$ cat src/hw/rrc_pkg.sv
// Constants and types shared by the reference request control block.
package rrc_pkg;

    // Register indices; the byte address is four times the index.
    localparam logic [5:0] REG_CTL_IDX = 6'h00;
    localparam logic [5:0] REG_CTL_HI_IDX = 6'h01;

    // Field positions inside the 16-bit control and status word.
    localparam int BIT_REF_ON = 0;
    localparam int BIT_REF_OUT = 1;
    localparam int BIT_TEMP_OFF = 3;
    localparam int BIT_VSEL_LO = 4;
    localparam int BIT_GEN_OT = 6;
    localparam int BIT_BG_OT = 7;
    localparam int BIT_GEN_ACT = 8;
    localparam int BIT_BG_ACT = 9;
    localparam int BIT_BUSY = 10;
    localparam int BIT_MODE = 11;
    localparam int BIT_GEN_RDY = 12;
    localparam int BIT_BG_RDY = 13;

    // Value of the control and status word after reset.
    localparam logic [15:0] CTL_RESET = 16'h0000;

    // Clock period and settling times, each in nanoseconds.
    localparam int CLK_PERIOD_NS = 5;
    localparam int GEN_SETTLE_NS = 30000;
    localparam int BG_SETTLE_NS = 15000;

    // Least settling times rounded up to whole clock cycles.
    localparam int GEN_SETTLE_CYC = (GEN_SETTLE_NS + CLK_PERIOD_NS - 1) / CLK_PERIOD_NS;
    localparam int BG_SETTLE_CYC = (BG_SETTLE_NS + CLK_PERIOD_NS - 1) / CLK_PERIOD_NS;

    // Settling sequence of one reference line.
    typedef enum logic [2:0] {
        SET_IDLE = 3'b001,
        SET_WAIT = 3'b010,
        SET_RDY = 3'b100
    } rrc_settle_t;

    // Requests of one peripheral module.
    typedef struct packed {
        logic variable_ref_request;
        logic bandgap_line_request;
        logic sampled_mode_request;
    } rrc_mod_req_t;

    // Enables that steer the analog reference circuitry.
    typedef struct packed {
        logic generator_enable;
        logic bandgap_enable;
        logic bias_enable;
        logic local_buffer_enable;
        logic large_buffer_enable;
        logic small_buffer_enable;
        logic cap_array_from_large;
        logic temp_sensor_enable;
        logic sampled_mode;
        logic [1:0] voltage_select;
    } rrc_ana_t;

endpackage

$ cat src/hw/rrc_reference_request_control.sv
// Reference request control: request merging, settling, mode choice and the register.
//
// Summary of operation
// Sampled mode gates bandgap with the oscillator.
// Any static request forces static for all.
// Generator request is OR of modules; enables generator.
// Variable ready rises after generator settling time.
// Voltage select field steers generated voltage.
// Timer or software may start generator early.
// Bandgap request OR; enables bandgap, bias, buffer.
// Bandgap ready rises after bandgap settling time.
// Timer or software may start bandgap early.
// Sampled request is AND over active modules.
// Combined sampled request one selects sampled mode.
// Bit 11 reports mode: 0 static, 1 sampled.
// Bit 8 shows generator in use.
// Bit 9 shows bandgap line in use.
// Bit 10 busy on conversion or DAC use.
// Busy blocks writes to writable control fields.
// Legacy-controlled DAC gives no busy protection.
// On and output: large buffer, small off.
// On without output: small buffer, large off.
// LCD needing reference raises its bandgap request.
// Word or byte access, low and high byte.
// Field layout, reserved zero, reset 0000h.
// Generator trigger bit starts, clears on request.
// Bandgap trigger bit starts, clears on request.
// Settling modelled by counters reset on drop.
`timescale 1ns/10ps
module rrc_reference_request_control
    import rrc_pkg::*;
#(
    parameter int N_MOD = 4,
    parameter int GEN_CYC = GEN_SETTLE_CYC,
    parameter int BG_CYC = BG_SETTLE_CYC
) (
    input wire logic clk_i,
    input wire logic rst_i,
    input wire logic cyc_i,
    input wire logic stb_i,
    input wire logic we_i,
    input wire logic [7:0] adr_i,
    input wire logic [3:0] sel_i,
    input wire logic [31:0] dat_i,
    output logic [31:0] dat_o,
    output logic ack_o,
    input wire rrc_mod_req_t [N_MOD-1:0] mod_req_i,
    input wire logic gen_timer_trig_i,
    input wire logic bg_timer_trig_i,
    input wire logic conversion_enable_i,
    input wire logic [2:0] dac_amplifier_setting_i,
    input wire logic [1:0] dac_reference_source_i,
    input wire logic dac_legacy_control_i,
    input wire logic low_freq_internal_osc_i,
    output logic variable_ref_ready_o,
    output logic bandgap_line_ready_o,
    output rrc_ana_t ana_o
);

    // Software fields of the control word and the held early-start requests.
    logic ref_on_q;
    logic ref_out_q;
    logic temp_off_q;
    logic [1:0] vsel_q;
    logic gen_ot_q;
    logic bg_ot_q;
    logic gen_hold_q;
    logic bg_hold_q;

    // Merged requests and status.
    logic gen_req_q;
    logic bg_req_q;
    logic gen_act_q;
    logic bg_act_q;
    logic busy_q;
    logic mode_q;
    logic [1:0] chan_req;
    logic [1:0] chan_rdy;

    // Bus slave state.
    logic ack_q;
    logic [31:0] dat_q;
    logic wr_ctl;
    logic [15:0] ctl_word;

    // Oscillator synchroniser and filtered level.
    logic [2:0] osc_s_q;
    logic osc_f_q;

    // Combinational request terms.
    logic [N_MOD-1:0] mod_gen;
    logic [N_MOD-1:0] mod_bg;
    logic [N_MOD-1:0] mod_ok;
    logic sw_req;
    logic gen_req_d;
    logic bg_req_d;
    logic mode_d;
    logic busy_d;
    rrc_ana_t ana_d;

    // Word index from a byte address.
    function automatic logic [5:0] reg_index(input logic [7:0] adr);
        reg_index = adr[7:2];
    endfunction

    // Per-module request slices; an idle module does not vote on the mode.
    genvar m;
    generate
        for (m = 0; m < N_MOD; m++) begin : g_mod
            assign mod_gen[m] = mod_req_i[m].variable_ref_request;
            assign mod_bg[m] = mod_req_i[m].bandgap_line_request;
            assign mod_ok[m] = mod_req_i[m].sampled_mode_request | ~(mod_gen[m] | mod_bg[m]);
        end
    endgenerate

    // Request merging, mode choice and busy qualification.
    always_comb begin
        sw_req = ref_on_q | gen_ot_q | gen_hold_q | bg_ot_q | bg_hold_q;
        gen_req_d = (|mod_gen) | ref_on_q | gen_ot_q | gen_hold_q;
        bg_req_d = (|mod_bg) | bg_ot_q | bg_hold_q;
        mode_d = (&mod_ok) & (|(mod_gen | mod_bg)) & ~sw_req;
        busy_d = conversion_enable_i;
        if (!dac_legacy_control_i && dac_amplifier_setting_i > 3'h1 && dac_reference_source_i == 2'h0) begin
            busy_d = 1'b1;
        end
    end

    // Registered requests, activity, busy and bandgap mode.
    always_ff @(posedge clk_i) begin
        if (rst_i) begin
            gen_req_q <= 1'b0;
            bg_req_q <= 1'b0;
            gen_act_q <= 1'b0;
            bg_act_q <= 1'b0;
            busy_q <= 1'b0;
            mode_q <= 1'b0;
        end else begin
            gen_req_q <= gen_req_d;
            bg_req_q <= bg_req_d;
            gen_act_q <= |mod_gen;
            bg_act_q <= |mod_bg;
            busy_q <= busy_d;
            mode_q <= mode_d;
        end
    end

    assign chan_req = {bg_req_q, gen_req_q};

    // One settling counter per reference line; a dropped request starts over.
    genvar c;
    generate
        for (c = 0; c < 2; c++) begin : g_settle
            localparam logic [15:0] LIM = 16'((c == 0) ? GEN_CYC : BG_CYC);
            rrc_settle_t st_q;
            logic [15:0] cnt_q;
            always_ff @(posedge clk_i) begin
                if (rst_i || !chan_req[c]) begin
                    st_q <= SET_IDLE;
                    cnt_q <= 16'h0000;
                end else begin
                    case (st_q)
                        SET_IDLE: begin
                            st_q <= SET_WAIT;
                            cnt_q <= 16'h0001;
                        end
                        SET_WAIT: begin
                            if (cnt_q >= LIM) begin
                                st_q <= SET_RDY;
                            end else begin
                                cnt_q <= cnt_q + 16'h0001;
                            end
                        end
                        SET_RDY: st_q <= SET_RDY;
                        default: st_q <= SET_IDLE;
                    endcase
                end
            end
            assign chan_rdy[c] = (st_q == SET_RDY);
        end
    endgenerate

    assign variable_ref_ready_o = chan_rdy[0];
    assign bandgap_line_ready_o = chan_rdy[1];

    // Oscillator passes three flops; the level changes once stages two and three agree.
    always_ff @(posedge clk_i) begin
        if (rst_i) begin
            osc_s_q <= 3'h0;
            osc_f_q <= 1'b0;
        end else begin
            osc_s_q <= {osc_s_q[1:0], low_freq_internal_osc_i};
            if (osc_s_q[1] == osc_s_q[2]) begin
                osc_f_q <= osc_s_q[2];
            end
        end
    end

    // Analog enables; the generator needs the bandgap core as well.
    always_comb begin
        ana_d = '0;
        ana_d.generator_enable = gen_req_q;
        ana_d.bandgap_enable = (gen_req_q | bg_req_q) & (~mode_q | osc_f_q);
        ana_d.bias_enable = gen_req_q | bg_req_q;
        ana_d.local_buffer_enable = bg_req_q;
        ana_d.sampled_mode = mode_q;
        ana_d.voltage_select = vsel_q;
        ana_d.temp_sensor_enable = ~temp_off_q & (gen_req_q | bg_req_q);
        if (ref_on_q && ref_out_q) begin
            ana_d.large_buffer_enable = 1'b1;
            ana_d.cap_array_from_large = 1'b1;
        end else begin
            ana_d.small_buffer_enable = gen_req_q;
        end
    end

    // Enables leave through flip-flops.
    always_ff @(posedge clk_i) begin
        if (rst_i) begin
            ana_o <= '0;
        end else begin
            ana_o <= ana_d;
        end
    end

    // Bus slave: ack one cycle after the request, read data captured with it.
    assign ctl_word = {2'b00, chan_rdy[1], chan_rdy[0], mode_q, busy_q, bg_act_q, gen_act_q,
                       bg_ot_q, gen_ot_q, vsel_q, temp_off_q, 1'b0, ref_out_q, ref_on_q};
    always_ff @(posedge clk_i) begin
        if (rst_i) begin
            ack_q <= 1'b0;
            dat_q <= 32'h0000_0000;
        end else begin
            ack_q <= cyc_i & stb_i & ~ack_q;
            if (cyc_i && stb_i && !ack_q) begin
                case (reg_index(adr_i))
                    REG_CTL_IDX: dat_q <= {16'h0000, ctl_word};
                    REG_CTL_HI_IDX: dat_q <= {24'h000000, ctl_word[15:8]};
                    default: dat_q <= 32'h0000_0000;
                endcase
            end
        end
    end

    assign ack_o = ack_q;
    assign dat_o = dat_q;

    // Writes land on the acknowledged edge; only the low byte holds writable fields.
    assign wr_ctl = cyc_i & stb_i & we_i & ack_q & sel_i[0] & (reg_index(adr_i) == REG_CTL_IDX) & ~busy_q;

    // Writable fields.
    always_ff @(posedge clk_i) begin
        if (rst_i) begin
            ref_on_q <= CTL_RESET[BIT_REF_ON];
            ref_out_q <= CTL_RESET[BIT_REF_OUT];
            temp_off_q <= CTL_RESET[BIT_TEMP_OFF];
            vsel_q <= CTL_RESET[BIT_VSEL_LO+1:BIT_VSEL_LO];
        end else if (wr_ctl) begin
            ref_on_q <= dat_i[BIT_REF_ON];
            ref_out_q <= dat_i[BIT_REF_OUT];
            temp_off_q <= dat_i[BIT_TEMP_OFF];
            vsel_q <= dat_i[BIT_VSEL_LO+1:BIT_VSEL_LO];
        end
    end

    // One-shot triggers: a new set beats the hardware clear.
    always_ff @(posedge clk_i) begin
        if (rst_i) begin
            gen_ot_q <= CTL_RESET[BIT_GEN_OT];
            bg_ot_q <= CTL_RESET[BIT_BG_OT];
        end else begin
            if (gen_timer_trig_i || (wr_ctl && dat_i[BIT_GEN_OT])) begin
                gen_ot_q <= 1'b1;
            end else if (gen_req_q) begin
                gen_ot_q <= 1'b0;
            end
            if (bg_timer_trig_i || (wr_ctl && dat_i[BIT_BG_OT])) begin
                bg_ot_q <= 1'b1;
            end else if (bg_req_q) begin
                bg_ot_q <= 1'b0;
            end
        end
    end

    // Early-start requests are held until a module takes the line over.
    always_ff @(posedge clk_i) begin
        if (rst_i) begin
            gen_hold_q <= 1'b0;
            bg_hold_q <= 1'b0;
        end else begin
            gen_hold_q <= (gen_hold_q | gen_ot_q) & ~(|mod_gen);
            bg_hold_q <= (bg_hold_q | bg_ot_q) & ~(|mod_bg);
        end
    end
endmodule

$ cat config.mk
export PLATFORM = sky130hd
export DESIGN_NAME = rrc_reference_request_control
export DESIGN_NICKNAME = d
export VERILOG_FILES = /design/src/hw/rrc_pkg.sv /design/src/hw/rrc_reference_request_control.sv
export SDC_FILE = /design/constraint.sdc
export NUM_CORES = 1
export LEC_CHECK = 0
export ABC_AREA = 1
export BUFFER_PORTS_ARGS = -buffer_cell sky130_fd_sc_hd__buf_2
export CAP_MARGIN = 10
export CORE_UTILIZATION = 50
export DETAILED_ROUTE_END_ITERATION = 10
export HOLD_SLACK_MARGIN = 0.02
export PLACE_DENSITY = 0.79
export SYNTH_ARGS = -nofsm -noshare
export SYNTH_HDL_FRONTEND = slang
export SYNTH_SLANG_ARGS = --single-unit
$ cat constraint.sdc
create_clock -name clk_i -period 1.68 [get_ports clk_i]
set_input_delay 0.336 -clock clk_i [delete_from_list [all_inputs] [get_ports clk_i]]
set_output_delay 0.336 -clock clk_i [all_outputs]
set_load 0.01 [all_outputs]
Yosys cells after proc, flatten, opt, wreduce, memory -nomap -nowiden
Index checks and enable logic that the tools add are counted.
{"block": "word_totals", "ff_bits": 100, "input_bits": 71, "out_inout_bits": 46, "word_cells": 137}
{"block": "classes", "addsub": 2, "order_cmp": 3, "eq_ne": 12, "n_mux": 15, "bitwise": 46, "n_reduce_logical": 28}
{"op": "case mux 16 bit (2 select lines)", "count": 2}
{"op": "adder 16 x 1 -> 16 bit, second input constant", "count": 2}
{"op": "two-way mux 16 bit", "count": 2}
{"op": "case mux 14 bit (2 select lines)", "count": 1}
{"op": "bitwise OR 1 bit", "count": 21}
{"op": "case mux 3 bit (3 select lines)", "count": 2}
{"op": "greater-or-equal comparator 16 x 12 -> 1 bit, second input constant", "count": 1}
{"op": "greater-or-equal comparator 16 x 13 -> 1 bit, second input constant", "count": 1}
{"op": "AND 1 bit", "count": 13}
{"op": "OR reduction 4 bit", "count": 3}
{"op": "inverter 1 bit", "count": 11}
{"op": "inequality test 2 bit, second input constant", "count": 4}
{"op": "nonzero test 2 bit", "count": 4}
{"op": "logical AND 1 bit", "count": 7}
{"op": "equality test 3 x 1 -> 1 bit, second input constant", "count": 2}
{"op": "equality test 3 x 2 -> 1 bit, second input constant", "count": 2}
{"op": "equality test 3 bit, second input constant", "count": 2}
{"op": "equality test 6 x 1 -> 1 bit, second input constant", "count": 1}
{"op": "logical NOT 6 bit", "count": 1}
{"op": "two-way mux 1 bit", "count": 6}
{"op": "two-way mux 3 bit", "count": 2}
{"op": "logical NOT 1 bit", "count": 4}
{"op": "logical OR 1 bit", "count": 4}
{"op": "bitwise OR 4 bit", "count": 1}
{"op": "6 further kinds", "count": 7}

Longest topological paths before layout
Gate-level depths: netlist of run 1.
{"block": "logic_depth", "word_depth": 9, "ltp_mapped": 11, "mapped_depth_nobuf": 10}

Least setup slack after synthesis of run 1
OpenSTA, ideal clock, no wires.
{"block": "synth_timing", "path_type": "reg2reg", "startpoint": "register g_settle[0].cnt_q[0]", "endpoint": "register g_settle[0].cnt_q[10]", "arrival_ns": 1.178, "setup_slack_ns": 0.389, "stages_incl_launch_ff": 9, "synth_period_minus_slack_ns": 1.291, "path_cell_list": "dfxtp_1 -> ha_1 -> nand2_1 -> nor2_2 -> nand3_1 -> nor3_1 -> nand2_1 -> nor2_1 -> nor2_1"}
{"block": "synth_between", "elab_chain_len": 3, "word_cells_on_any_way": 6, "classes_between": "1 x add/sub; 1 x order compare; 1 x eq/ne; 2 x mux; 1 x reduce/logical"}
{"element": "start: declaration", "line_no": "rrc_reference_request_control.sv:155", "text": "logic [15:0] cnt_q;"}
{"element": "start signal: assignment", "line_no": "rrc_reference_request_control.sv:170", "text": "cnt_q <= cnt_q + 16'h0001;"}
{"element": "adder 16 x 1 -> 16 bit / greater-or-equal comparator 16 x 13 -> 1 bit (equally long branches)", "line_no": "rrc_reference_request_control.sv:170, rrc_reference_request_control.sv:167"}
{"element": "two-way mux 16 bit / inequality test 2 bit (equally long branches)"}
{"element": "case mux 16 bit (2 select lines) / AND reduction 2 bit (equally long branches)"}
Parallel ways exist; a longest one is shown, timed or not. The select of a mux whose other input is x is not followed.
A chain may end at the register's enable or synchronous reset.

Worst setup path after layout of run 1
{"block": "layout_timing", "startpoint": "register g_settle[0].st_q[0]", "endpoint": "output variable_ref_ready_o"}
{"block": "layout_between", "elab_chain_len": 1}
{"element": "start: declaration", "line_no": "rrc_reference_request_control.sv:154", "text": "rrc_settle_t st_q;"}
{"element": "start signal: assignment", "line_no": "rrc_reference_request_control.sv:158", "text": "st_q <= SET_IDLE;"}
{"element": "start signal: assignment", "line_no": "rrc_reference_request_control.sv:163", "text": "st_q <= SET_WAIT;"}
{"element": "start signal: assignment", "line_no": "rrc_reference_request_control.sv:168", "text": "st_q <= SET_RDY;"}
{"element": "equality test 3 bit", "line_no": "rrc_reference_request_control.sv:178", "text": "assign chan_rdy[c] = (st_q == SET_RDY);"}
{"element": "end: declaration", "line_no": "rrc_reference_request_control.sv:55", "text": "output logic variable_ref_ready_o,"}
No other way between the ends.

==> flow_summary.yaml, run 1 <==
critical_path:
  crit_fanout: 4
  timing.critical_path.from_type: "flip-flop"
  path_type_of_the_worst_setup_path: "flip-flop to output pin"
  cp_data_required_time_ns: 1.34
  worstPathArrival_ns: 1.22
  worstSetupEndpointType: "output pin"
sta:
  ratio_of_final_minimum_period_to_clock_period: 0.929
  final.setup.tns_ns: 0
  final-setup-viol-count: 0
  timing.max_slew.rel_slack: 0.616
  worst-slew-pin-transition_ns: 0.571
  final_critical_path_setup_slack_ns: 0.119
  fmax_mhz: 641
  final_hold_viol_count: 0
  period_minus_slack_ns: 1.56
  clock_skew_ns: 0.0144
  final_max_slew_viol_count: 0
  rsz0062_at_grt: "no"
synthesis:
  synthDominantCellAreaShare: 0.458
  synth_largest_area_cell: "dfxtp_1"
  post_synth.cell_area_avg_um2: 7.32
  yosys_warnings: 0
  synth.area.top_cells: "dfxtp_1 (46%), nand2_1 (10%), nor2_1 (7.6%)"
  netlist-cell-type-count: 33
  synth_adder_area_share: 0.0140
  ys_ff_latch: 82
  yosysSeqAreaShare: 0.458
  post_synth_inst_count: 490
  area_share_of_and_or_nand_nor_cells_after_synthesis: 0.284
  main_combinational_cell_family_by_area_after_synthesis: "simple AND/OR/NAND/NOR gates"
  synth.mux.area_fraction: 0
  synth-compound-area-share: 0.117
  synth_xor_xnor_area_share: 0.00733
  synthesis.area_mm2: 0.00359
detailed_routing:
  dr.first_iter.drc_count: 160
  vias: 3310
  remaining_drc_errors: 0
  totalWireLength_um: 7600
  drt.antenna.violating_nets: 0
  routed_via_density: 4.99
  drt_pre_antenna_iters: 4
  wl_per_cell_um: 11.5
die:
  die_footprint_mm2: 0.00751
  row_count: 30
  io_pins: 117
  die_h_um: 86.7
  core-area_mm2: 0.00687
  die_x_um: 86.7
  initial_utilization: 0.522
final_layout:
  post-route-util: 0.602
  areaGrowthSynthToFinish_pct: 15.4
  storage_element_area_mm2: 0.00164
  final_net_count: 637
  fillers: 633
  final-instance-count-excl-fill: 663
  multi_input_area_mm2: 0.00160
  layout-drive-gt1-share: 0.198
  layout_commonest_cell: "nand2_1"
  layout.cells.most_common_list: "nand2_1 (99), dfxtp_1 (82), nor2_1 (73)"
  insertedDiodeCount: 0
power:
  p_leak_uw: 0.00174
  power_per_cell_area_mw_per_mm2: 872
  worst_ir_drop_vdd_v: 0.000470
cts:
  clkSinkCount: 82
  cts.path.max_buffers: 2
  ctsHoldBuffers: 0
  cts_tree: "done"
  setup_repair_bufs_after_cts: 0
  clk_latency_ns: 0.35
  num_cts_buffers: 9
  clk_transition_reported_paths_ns: 0.08
  cts_max_level: 3
  cts.root.buffer_cell: "clkbuf_8"
global_routing:
  grt.total_usage: 0.218
  grt_met1_use: 0.291
  global_route.usage.met2: 0.351
  grt_first_pass_wirelength_um: 12800
  grt.overflow.total: 0
  antenna_violations_before_repair: 0
  via_count_of_the_first_global_routing_pass: 2853
  grt_max_degree: 19
  globalRoute.busiestLayer: "met2"
  met3_usage: 0.0467
place:
  detailedPlace.worstSlack_ns: 0.163
  place_congestion: 0.834
  detailedPlacementHpwl_um: 5640
  placed_cells: 647
  port_buffers: 67
run:
  maxCapViolations: 0
hold_path:
  timing.hold.worst.class: "primary input to flip-flop"
status:
  outcome: "completed"
## cell usage after synthesis
cell / instances
o211ai_1: 2
nor3_2: 1
a21oi_1: 44
nand3_2: 1
o21ai_1: 6
o21ai_0: 21
a21oi_2: 3
buf_4: 19
ha_1: 4
dfxtp_1: 82
conb_1: 1
nand4_1: 6
nor2_4: 2
or2_2: 1
nand3b_1: 1
buf_6: 3
clkinv_1: 1
o21a_1: 2
inv_2: 3
a211oi_1: 1
xor2_1: 3
nor4_1: 3
clkinv_2: 1
nor2_1: 73
nand3_1: 28
nand2_4: 3
inv_1: 53
buf_2: 3
clkbuf_1: 4
nand2_1: 99
nor2_2: 4
nand2_2: 2
nor3_1: 10
## cell type report
| type | instances | share of cell area |
|---|---|---|
| Timing Repair Buffer | 73 | 0.0919 |
| Clock buffer | 9 | 0.0299 |
| Sequential cell | 82 | 0.397 |
| Tap cell | 96 | 0.0290 |
| Clock inverter | 7 | 0.0130 |
| Inverter | 58 | 0.0532 |
| Multi-Input combinational cell | 338 | 0.386 |
## state kept, by name (all words and copies together) (netlist names)
signal          cells
g_settle.st_q       6
gen_ot_q            1
temp_off_q          1
gen_hold_q          1
g_settle.cnt_q     32
ref_on_q            1
osc_f_q             1
gen_req_q           1
busy_q              1
gen_act_q           1
ana_o              10
bg_req_q            1
bg_hold_q           1
bg_ot_q             1
ack_o               1
vsel_q              2
osc_s_q             3
mode_q              1
bg_act_q            1
ref_out_q           1
dat_o              14
## per-layer routing
layer,routed length (µm),vias to the layer above
met5,0,-
met4,66,0
met3,469,9
met2,3660,115
met1,3410,1512
li1,-,1674
## per-stage QoR
stage	power (µW)	hold slack (ns)	cell area, µm²
2_1_floorplan	2300	0.388	3650
3_3_place_gp	2360	0.399	3940
3_5_place_dp	2370	0.398	3940
4_1_cts	3630	0.183	4130
5_1_grt	3790	0.188	4140
6_report	3610	0.187	4140
## worst max-delay path, cell delays in order (launching register included)
cell and delay, ns:
dfxtp_1 0.34, nor3_2 0.35, buf_2 0.20
## power breakdown
part	internal [µW]	switching (µW)	total [µW]
sequential	1990	25.8	2010
clock	543	733	1280
combinational	103	218	321
## kinds of logic (layout without fill, tap and decap cells)
kind of cell	Yosys count	after routing
other	1	18
adder cells (fa/ha/maj)	4	4
buffers and inverters	87	147
AO/OA/AOI/OAI	79	79
XOR/XNOR	3	3
AND/OR/NAND/NOR	234	234
flip-flops	82	82
## final timing paths
| kind | start | end | slack (ns) | cells past startpoint |
|---|---|---|---|---|
| hold / removal | low_freq_internal_osc_i | osc_s_q[0]$_SDFF_PP0_ | 0.19 | 3 |
| setup reg to reg | g_settle[1].cnt_q[0]$_SDFFE_PP0P_ | g_settle[1].cnt_q[10]$_SDFFE_PP0P_ | 0.23 | 9 |
| hold reg to reg | osc_s_q[0]$_SDFF_PP0_ | osc_s_q[1]$_SDFF_PP0_ | 0.41 | 2 |
| setup / recovery | g_settle[0].st_q[0]$_SDFFE_PP1P_ | variable_ref_ready_o | 0.12 | 2 |
## repair_timing
item / CTS / global route
gates resized for setup: 1 / 3
pin swaps: 0 / 0
endpoints found under the setup margin: 1 / 3
Note: power is estimated with default switching activity, not from simulation.
==> inputs of run 2 (changes only) <==
PLACE_DENSITY = 0.77   (was 0.79)
==> run 2 against run 1 <==
Net effect:
- power is 3.0% higher
- design area is 0.57% higher
- via count is 1.5% lower
- sequential share of layout area is 0.23 points lower
- critical path type unchanged
- largest cell class unchanged
- largest power group unchanged
==> flow_summary.yaml, run 2 (synthesized netlist as in run 1, its figures left out) <==
die:
  die_x_um: 86.7
  initial_utilization: 0.522
  io_pins: 117
  core-area_mm2: 0.00687
  die_h_um: 86.7
  die_footprint_mm2: 0.00751
  row_count: 30
power:
  p_int_uw: 2810
  power_frac_seq: 0.541
  clock_power_share: 0.373
  power.switching_uw: 906
  p_leak_uw: 0.00177
  power_per_cell_area_mw_per_mm2: 893
  worst_ir_drop_vdd_v: 0.000484
  comb_power_share: 0.085
  sw_frac_of_total: 0.244
critical_path:
  cp_data_required_time_ns: 1.34
  register_to_register_path_depth: 9
  worstSetupEndpointType: "output pin"
  path_type_of_the_worst_setup_path: "flip-flop to output pin"
  rrSetupSlack_ns: 0.20
  crit_fanout: 4
  timing.critical_path.from_type: "flip-flop"
  r2r_end: "g_settle[1].cnt_q[7]$_SDFFE_PP0P_"
  timing.rr.start: "g_settle[1].st_q[0]$_SDFFE_PP1P_"
  worstPathArrival_ns: 1.15
sta:
  final_hold_viol_count: 0
  fmax_mhz: 674
  ratio_of_final_minimum_period_to_clock_period: 0.883
  final.setup.tns_ns: 0
  rsz0062_at_grt: "no"
  clock_skew_ns: 0.00894
  timing.max_slew.rel_slack: 0.625
  worst-slew-pin-transition_ns: 0.557
  final_max_slew_viol_count: 0
  final-setup-viol-count: 0
  period_minus_slack_ns: 1.48
final_layout:
  final_cell_area_mm2: 0.00416
  layout.cells.most_common_list: "nand2_1 (99), dfxtp_1 (82), nor2_1 (73)"
  largest_register_ffs: 32
  final_net_count: 638
  layout-drive-gt1-share: 0.197
  layout_commonest_cell: "nand2_1"
  insertedDiodeCount: 0
  regMostFlops: "g_settle.cnt_q"
  areaGrowthSynthToFinish_pct: 16.1
detailed_routing:
  vias: 3262
  drt_pre_antenna_iters: 4
  drt.antenna.violating_nets: 0
  wl_per_cell_um: 11.6
  totalWireLength_um: 7710
  routed_via_density: 4.91
  remaining_drc_errors: 0
  dr.first_iter.drc_count: 195
global_routing:
  grt.overflow.total: 0
  grt_first_pass_wirelength_um: 12800
  antenna_violations_before_repair: 0
  via_count_of_the_first_global_routing_pass: 2968
  grt_max_degree: 22
  grt.total_usage: 0.218
hold_path:
  timing.hold.worst.class: "primary input to flip-flop"
  holdPathStages: 3
  worst_hold_startpoint: "low_freq_internal_osc_i"
  hold_end: "osc_s_q[0]$_SDFF_PP0_"
cts:
  clk_latency_ns: 0.34
  cts.path.max_buffers: 2
  cts_tree: "done"
  ctsHoldBuffers: 0
  clkSinkCount: 82
  clk_transition_reported_paths_ns: 0.08
  cts.root.buffer_cell: "clkbuf_8"
  cts_max_level: 3
  setup_repair_bufs_after_cts: 0
  num_cts_buffers: 9
place:
  port_buffers: 67
  detailedPlacementHpwl_um: 5780
  place_congestion: 0.815
  dpl_cell_area_mm2: 0.00395
run:
  maxCapViolations: 0
status:
  outcome: "completed"
-- run 2: changes by cell type in the layout (fill, tap and decap cells not counted), sizes merged --
cell and change:
clkinvlp -3, bufinv +1, clkbuf +2, clkinv +2, buf +1, inv -2
-- run 2: layer usage --
layer | GRT usage | routed length [µm]
met1 | 0.266 | 3460
met2 | 0.373 | 3740
met3 | 0.0410 | 407
met4 | 0.100 | 99
met5 | 0 | 0
-- run 2: how the worst max path moves through the flow --
stage / from / endpoint / cells past startpoint
floorplan: g_settle[0].cnt_q[0]$_SDFFE_PP0P_ / g_settle[0].cnt_q[10]$_SDFFE_PP0P_ / 8
global placement: adr_i[5] / gen_ot_q$_SDFFE_PP0P_ / 8
finish: g_settle[0].st_q[0]$_SDFFE_PP1P_ / variable_ref_ready_o / 3
global route: g_settle[1].cnt_q[0]$_SDFFE_PP0P_ / g_settle[1].cnt_q[10]$_SDFFE_PP0P_ / 9
CTS: g_settle[1].st_q[1]$_SDFFE_PP0P_ / bandgap_line_ready_o / 2
detailed placement: adr_i[5] / vsel_q[1]$_SDFFE_PP0N_ / 7
-- run 2: critical path, cell delays in order (launching register included) --
cell	delay, ns
dfxtp_1	0.33
nor3_1	0.19
buf_4	0.16
buf_2	0.13
-- run 2: per-stage QoR --
stage	hold WS [ns]	total power [µW]	cells	utilization	worst slack (ns)
2_1_floorplan	0.388	2300	507	-	0.389
3_3_place_gp	0.391	2360	648	0.575	0.215
3_5_place_dp	0.399	2370	648	0.575	0.177
4_1_cts	0.178	3740	664	0.604	0.00954
5_1_grt	0.179	3900	664	0.606	0.0213
6_report	0.194	3720	664	0.606	0.196
-- run 2: final cells by class --
type,count,area [µm²]
tap,96,120
clock buffer,11,141
timing repair buffer,74,388
fill,643,2710
sequential,82,1640
clock inverter,5,53.8
multi-input combinational,338,1600
inverter,58,219
-- run 2: power groups by stage --
stage               registers, µW  clock network, µW  logic [µW]
finish                       2010               1390         318
global route                 2020               1530         354
CTS                          2010               1420         316
detailed placement           2060                  0         315
global placement             2060                  0         308
floorplan                    2060                  0         244
-- run 2: repair_timing --
| item | CTS | global route |
|---|---|---|
| setup endpoints to repair | 0 | 2 |
| endpoints found under the hold margin | 0 | 0 |
| gates resized for setup | 0 | 3 |
==> inputs of run 3 (changes only) <==
--- a/config.mk
+++ b/config.mk
@@ -9,8 +9,8 @@
 export BUFFER_PORTS_ARGS = -buffer_cell sky130_fd_sc_hd__buf_2
 export CAP_MARGIN = 10
-export CORE_UTILIZATION = 50
+export CORE_UTILIZATION = 54
 export DETAILED_ROUTE_END_ITERATION = 10
 export HOLD_SLACK_MARGIN = 0.02
-export PLACE_DENSITY = 0.77
+export PLACE_DENSITY = 0.82
 export SYNTH_ARGS = -nofsm -noshare
 export SYNTH_HDL_FRONTEND = slang
==> constraint.sdc (replaced) <==
create_clock -name clk_i -period 1.9 [get_ports clk_i]
set_input_delay 0.38 -clock clk_i [delete_from_list [all_inputs] [get_ports clk_i]]
set_output_delay 0.38 -clock clk_i [all_outputs]
set_load 0.05 [all_outputs]
==> run 3 against run 2 <==
Net effect:
- clock power fell by 14%
- die area shrank 7.2%
- sequential share of layout area increased by 0.68 points
- critical endpoint unchanged
- via count increased by 0.64%
- non-clock buffer count shrank 4
- power shrank 9.6%
- largest cell class unchanged
- first-iteration DRC count down 0.51%
- worst setup slack got worse by 0.021 ns
- sequential power is 11% lower
- combinational power is 20% higher
- highest routed layer unchanged
==> flow_summary.yaml, run 3 (synthesized netlist as in run 1, its figures left out) <==
cts:
  cts_tree: "done"
  clkSinkCount: 82
  ctsHoldBuffers: 0
  clk_latency_ns: 0.34
  cts.path.max_buffers: 2
  cts_max_level: 3
  cts.root.buffer_cell: "clkbuf_8"
  clk_transition_reported_paths_ns: 0.08
  num_cts_buffers: 9
  ctsResizeCount: 0
  setup_repair_bufs_after_cts: 0
critical_path:
  cp_data_required_time_ns: 1.52
  crit_fanout: 4
  worstSetupEndpointType: "output pin"
  timing.critical_path.from_type: "flip-flop"
  path_type_of_the_worst_setup_path: "flip-flop to output pin"
  worstPathArrival_ns: 1.35
detailed_routing:
  drt.antenna.violating_nets: 0
  routed_via_density: 5.13
  dr.first_iter.drc_count: 194
  vias: 3283
  remaining_drc_errors: 0
  totalWireLength_um: 7650
  drt_pre_antenna_iters: 4
  wl_per_cell_um: 12.0
final_layout:
  regMostFlops: "g_settle.cnt_q"
  storage_element_area_mm2: 0.00164
  final-instance-count-excl-fill: 640
  multi_input_area_mm2: 0.00159
  fillers: 572
  insertedDiodeCount: 0
  final_net_count: 634
  layout_commonest_cell: "nand2_1"
  areaGrowthSynthToFinish_pct: 14.1
  layout-drive-gt1-share: 0.188
  largest_register_ffs: 32
  layout.cells.most_common_list: "nand2_1 (99), dfxtp_1 (82), nor2_1 (73)"
place:
  port_buffers: 67
  placed_cells: 625
  detailedPlacementHpwl_um: 5640
  detailedPlace.worstSlack_ns: 0.339
  place_congestion: 0.856
global_routing:
  grt.total_usage: 0.229
  grt_first_pass_wirelength_um: 12800
  antenna_violations_before_repair: 0
  via_count_of_the_first_global_routing_pass: 2909
  grt.overflow.total: 0
  grt_max_degree: 22
sta:
  worst-slew-pin-transition_ns: 0.541
  ratio_of_final_minimum_period_to_clock_period: 0.908
  fmax_mhz: 580
  final_critical_path_setup_slack_ns: 0.175
  timing.max_slew.rel_slack: 0.636
  final_max_slew_viol_count: 0
  final_hold_viol_count: 0
  period_minus_slack_ns: 1.73
  rsz0062_at_grt: "no"
  clock_skew_ns: 0.00619
  final-setup-viol-count: 0
  final.setup.tns_ns: 0
die:
  io_pins: 117
  die_footprint_mm2: 0.00697
  die_x_um: 83.5
  die_h_um: 83.5
  initial_utilization: 0.562
  row_count: 29
  core-area_mm2: 0.00639
power:
  sw_frac_of_total: 0.271
  clock_power_share: 0.357
  power_per_cell_area_mw_per_mm2: 822
  power.total_uw: 3360
  p_leak_uw: 0.00174
  power.switching_uw: 911
  p_int_uw: 2450
  worst_ir_drop_vdd_v: 0.000517
  power_frac_seq: 0.529
  comb_power_share: 0.114
status:
  outcome: "completed"
run:
  maxCapViolations: 0
hold_path:
  timing.hold.worst.class: "primary input to flip-flop"
==> run 3: power by group through the flow <==
stage / Sequential [µW] / Combinational, µW / Clock [µW]
floorplan: 1860 / 279 / 0
global placement: 1820 / 374 / 0
detailed placement: 1820 / 381 / 0
CTS: 1780 / 382 / 1220
global route: 1780 / 416 / 1310
finish: 1780 / 383 / 1200
==> run 3: worst paths after layout <==
check,from,end,slack (ns),depth (start not counted)
setup / recovery,g_settle[0].st_q[2]$_SDFFE_PP0P_,variable_ref_ready_o,0.17,3
hold / removal,low_freq_internal_osc_i,osc_s_q[0]$_SDFF_PP0_,0.24,3
setup reg to reg,g_settle[1].st_q[2]$_SDFFE_PP0P_,g_settle[1].cnt_q[7]$_SDFFE_PP0P_,0.41,9
hold reg to reg,osc_s_q[0]$_SDFF_PP0_,osc_s_q[1]$_SDFF_PP0_,0.41,2
==> run 3: metal layers <==
metal  routed length, µm  track usage  vias to the layer above
met1                3410        0.296                     1491
met4                 134       0.0863                        0
met2                3680        0.376                      111
li1                    -            -                     1666
met3                 431       0.0495                       15
met5                   0            0                        -
==> run 3: final cells by class <==
type | instances | share of cell area
Clock inverter | 4 | 0.0128
Tap cell | 77 | 0.0235
Inverter | 58 | 0.0535
Multi-Input combinational cell | 338 | 0.389
Clock buffer | 11 | 0.0321
Sequential cell | 82 | 0.401
Timing Repair Buffer | 70 | 0.0875
==> run 3: worst max-delay path, stage by stage (launching register included) <==
cell     delay [ns]
dfxtp_1        0.34
inv_1          0.07
nor3_2         0.26
buf_2          0.33
==> run 3: through the flow <==
step | hold slack [ns] | util | area [µm²]
after floorplan | 0.388 | - | 3660
after global placement | 0.390 | 0.612 | 3910
after detailed placement | 0.399 | 0.612 | 3910
after CTS | 0.229 | 0.641 | 4090
after global routing | 0.238 | 0.641 | 4090
final | 0.242 | 0.641 | 4090
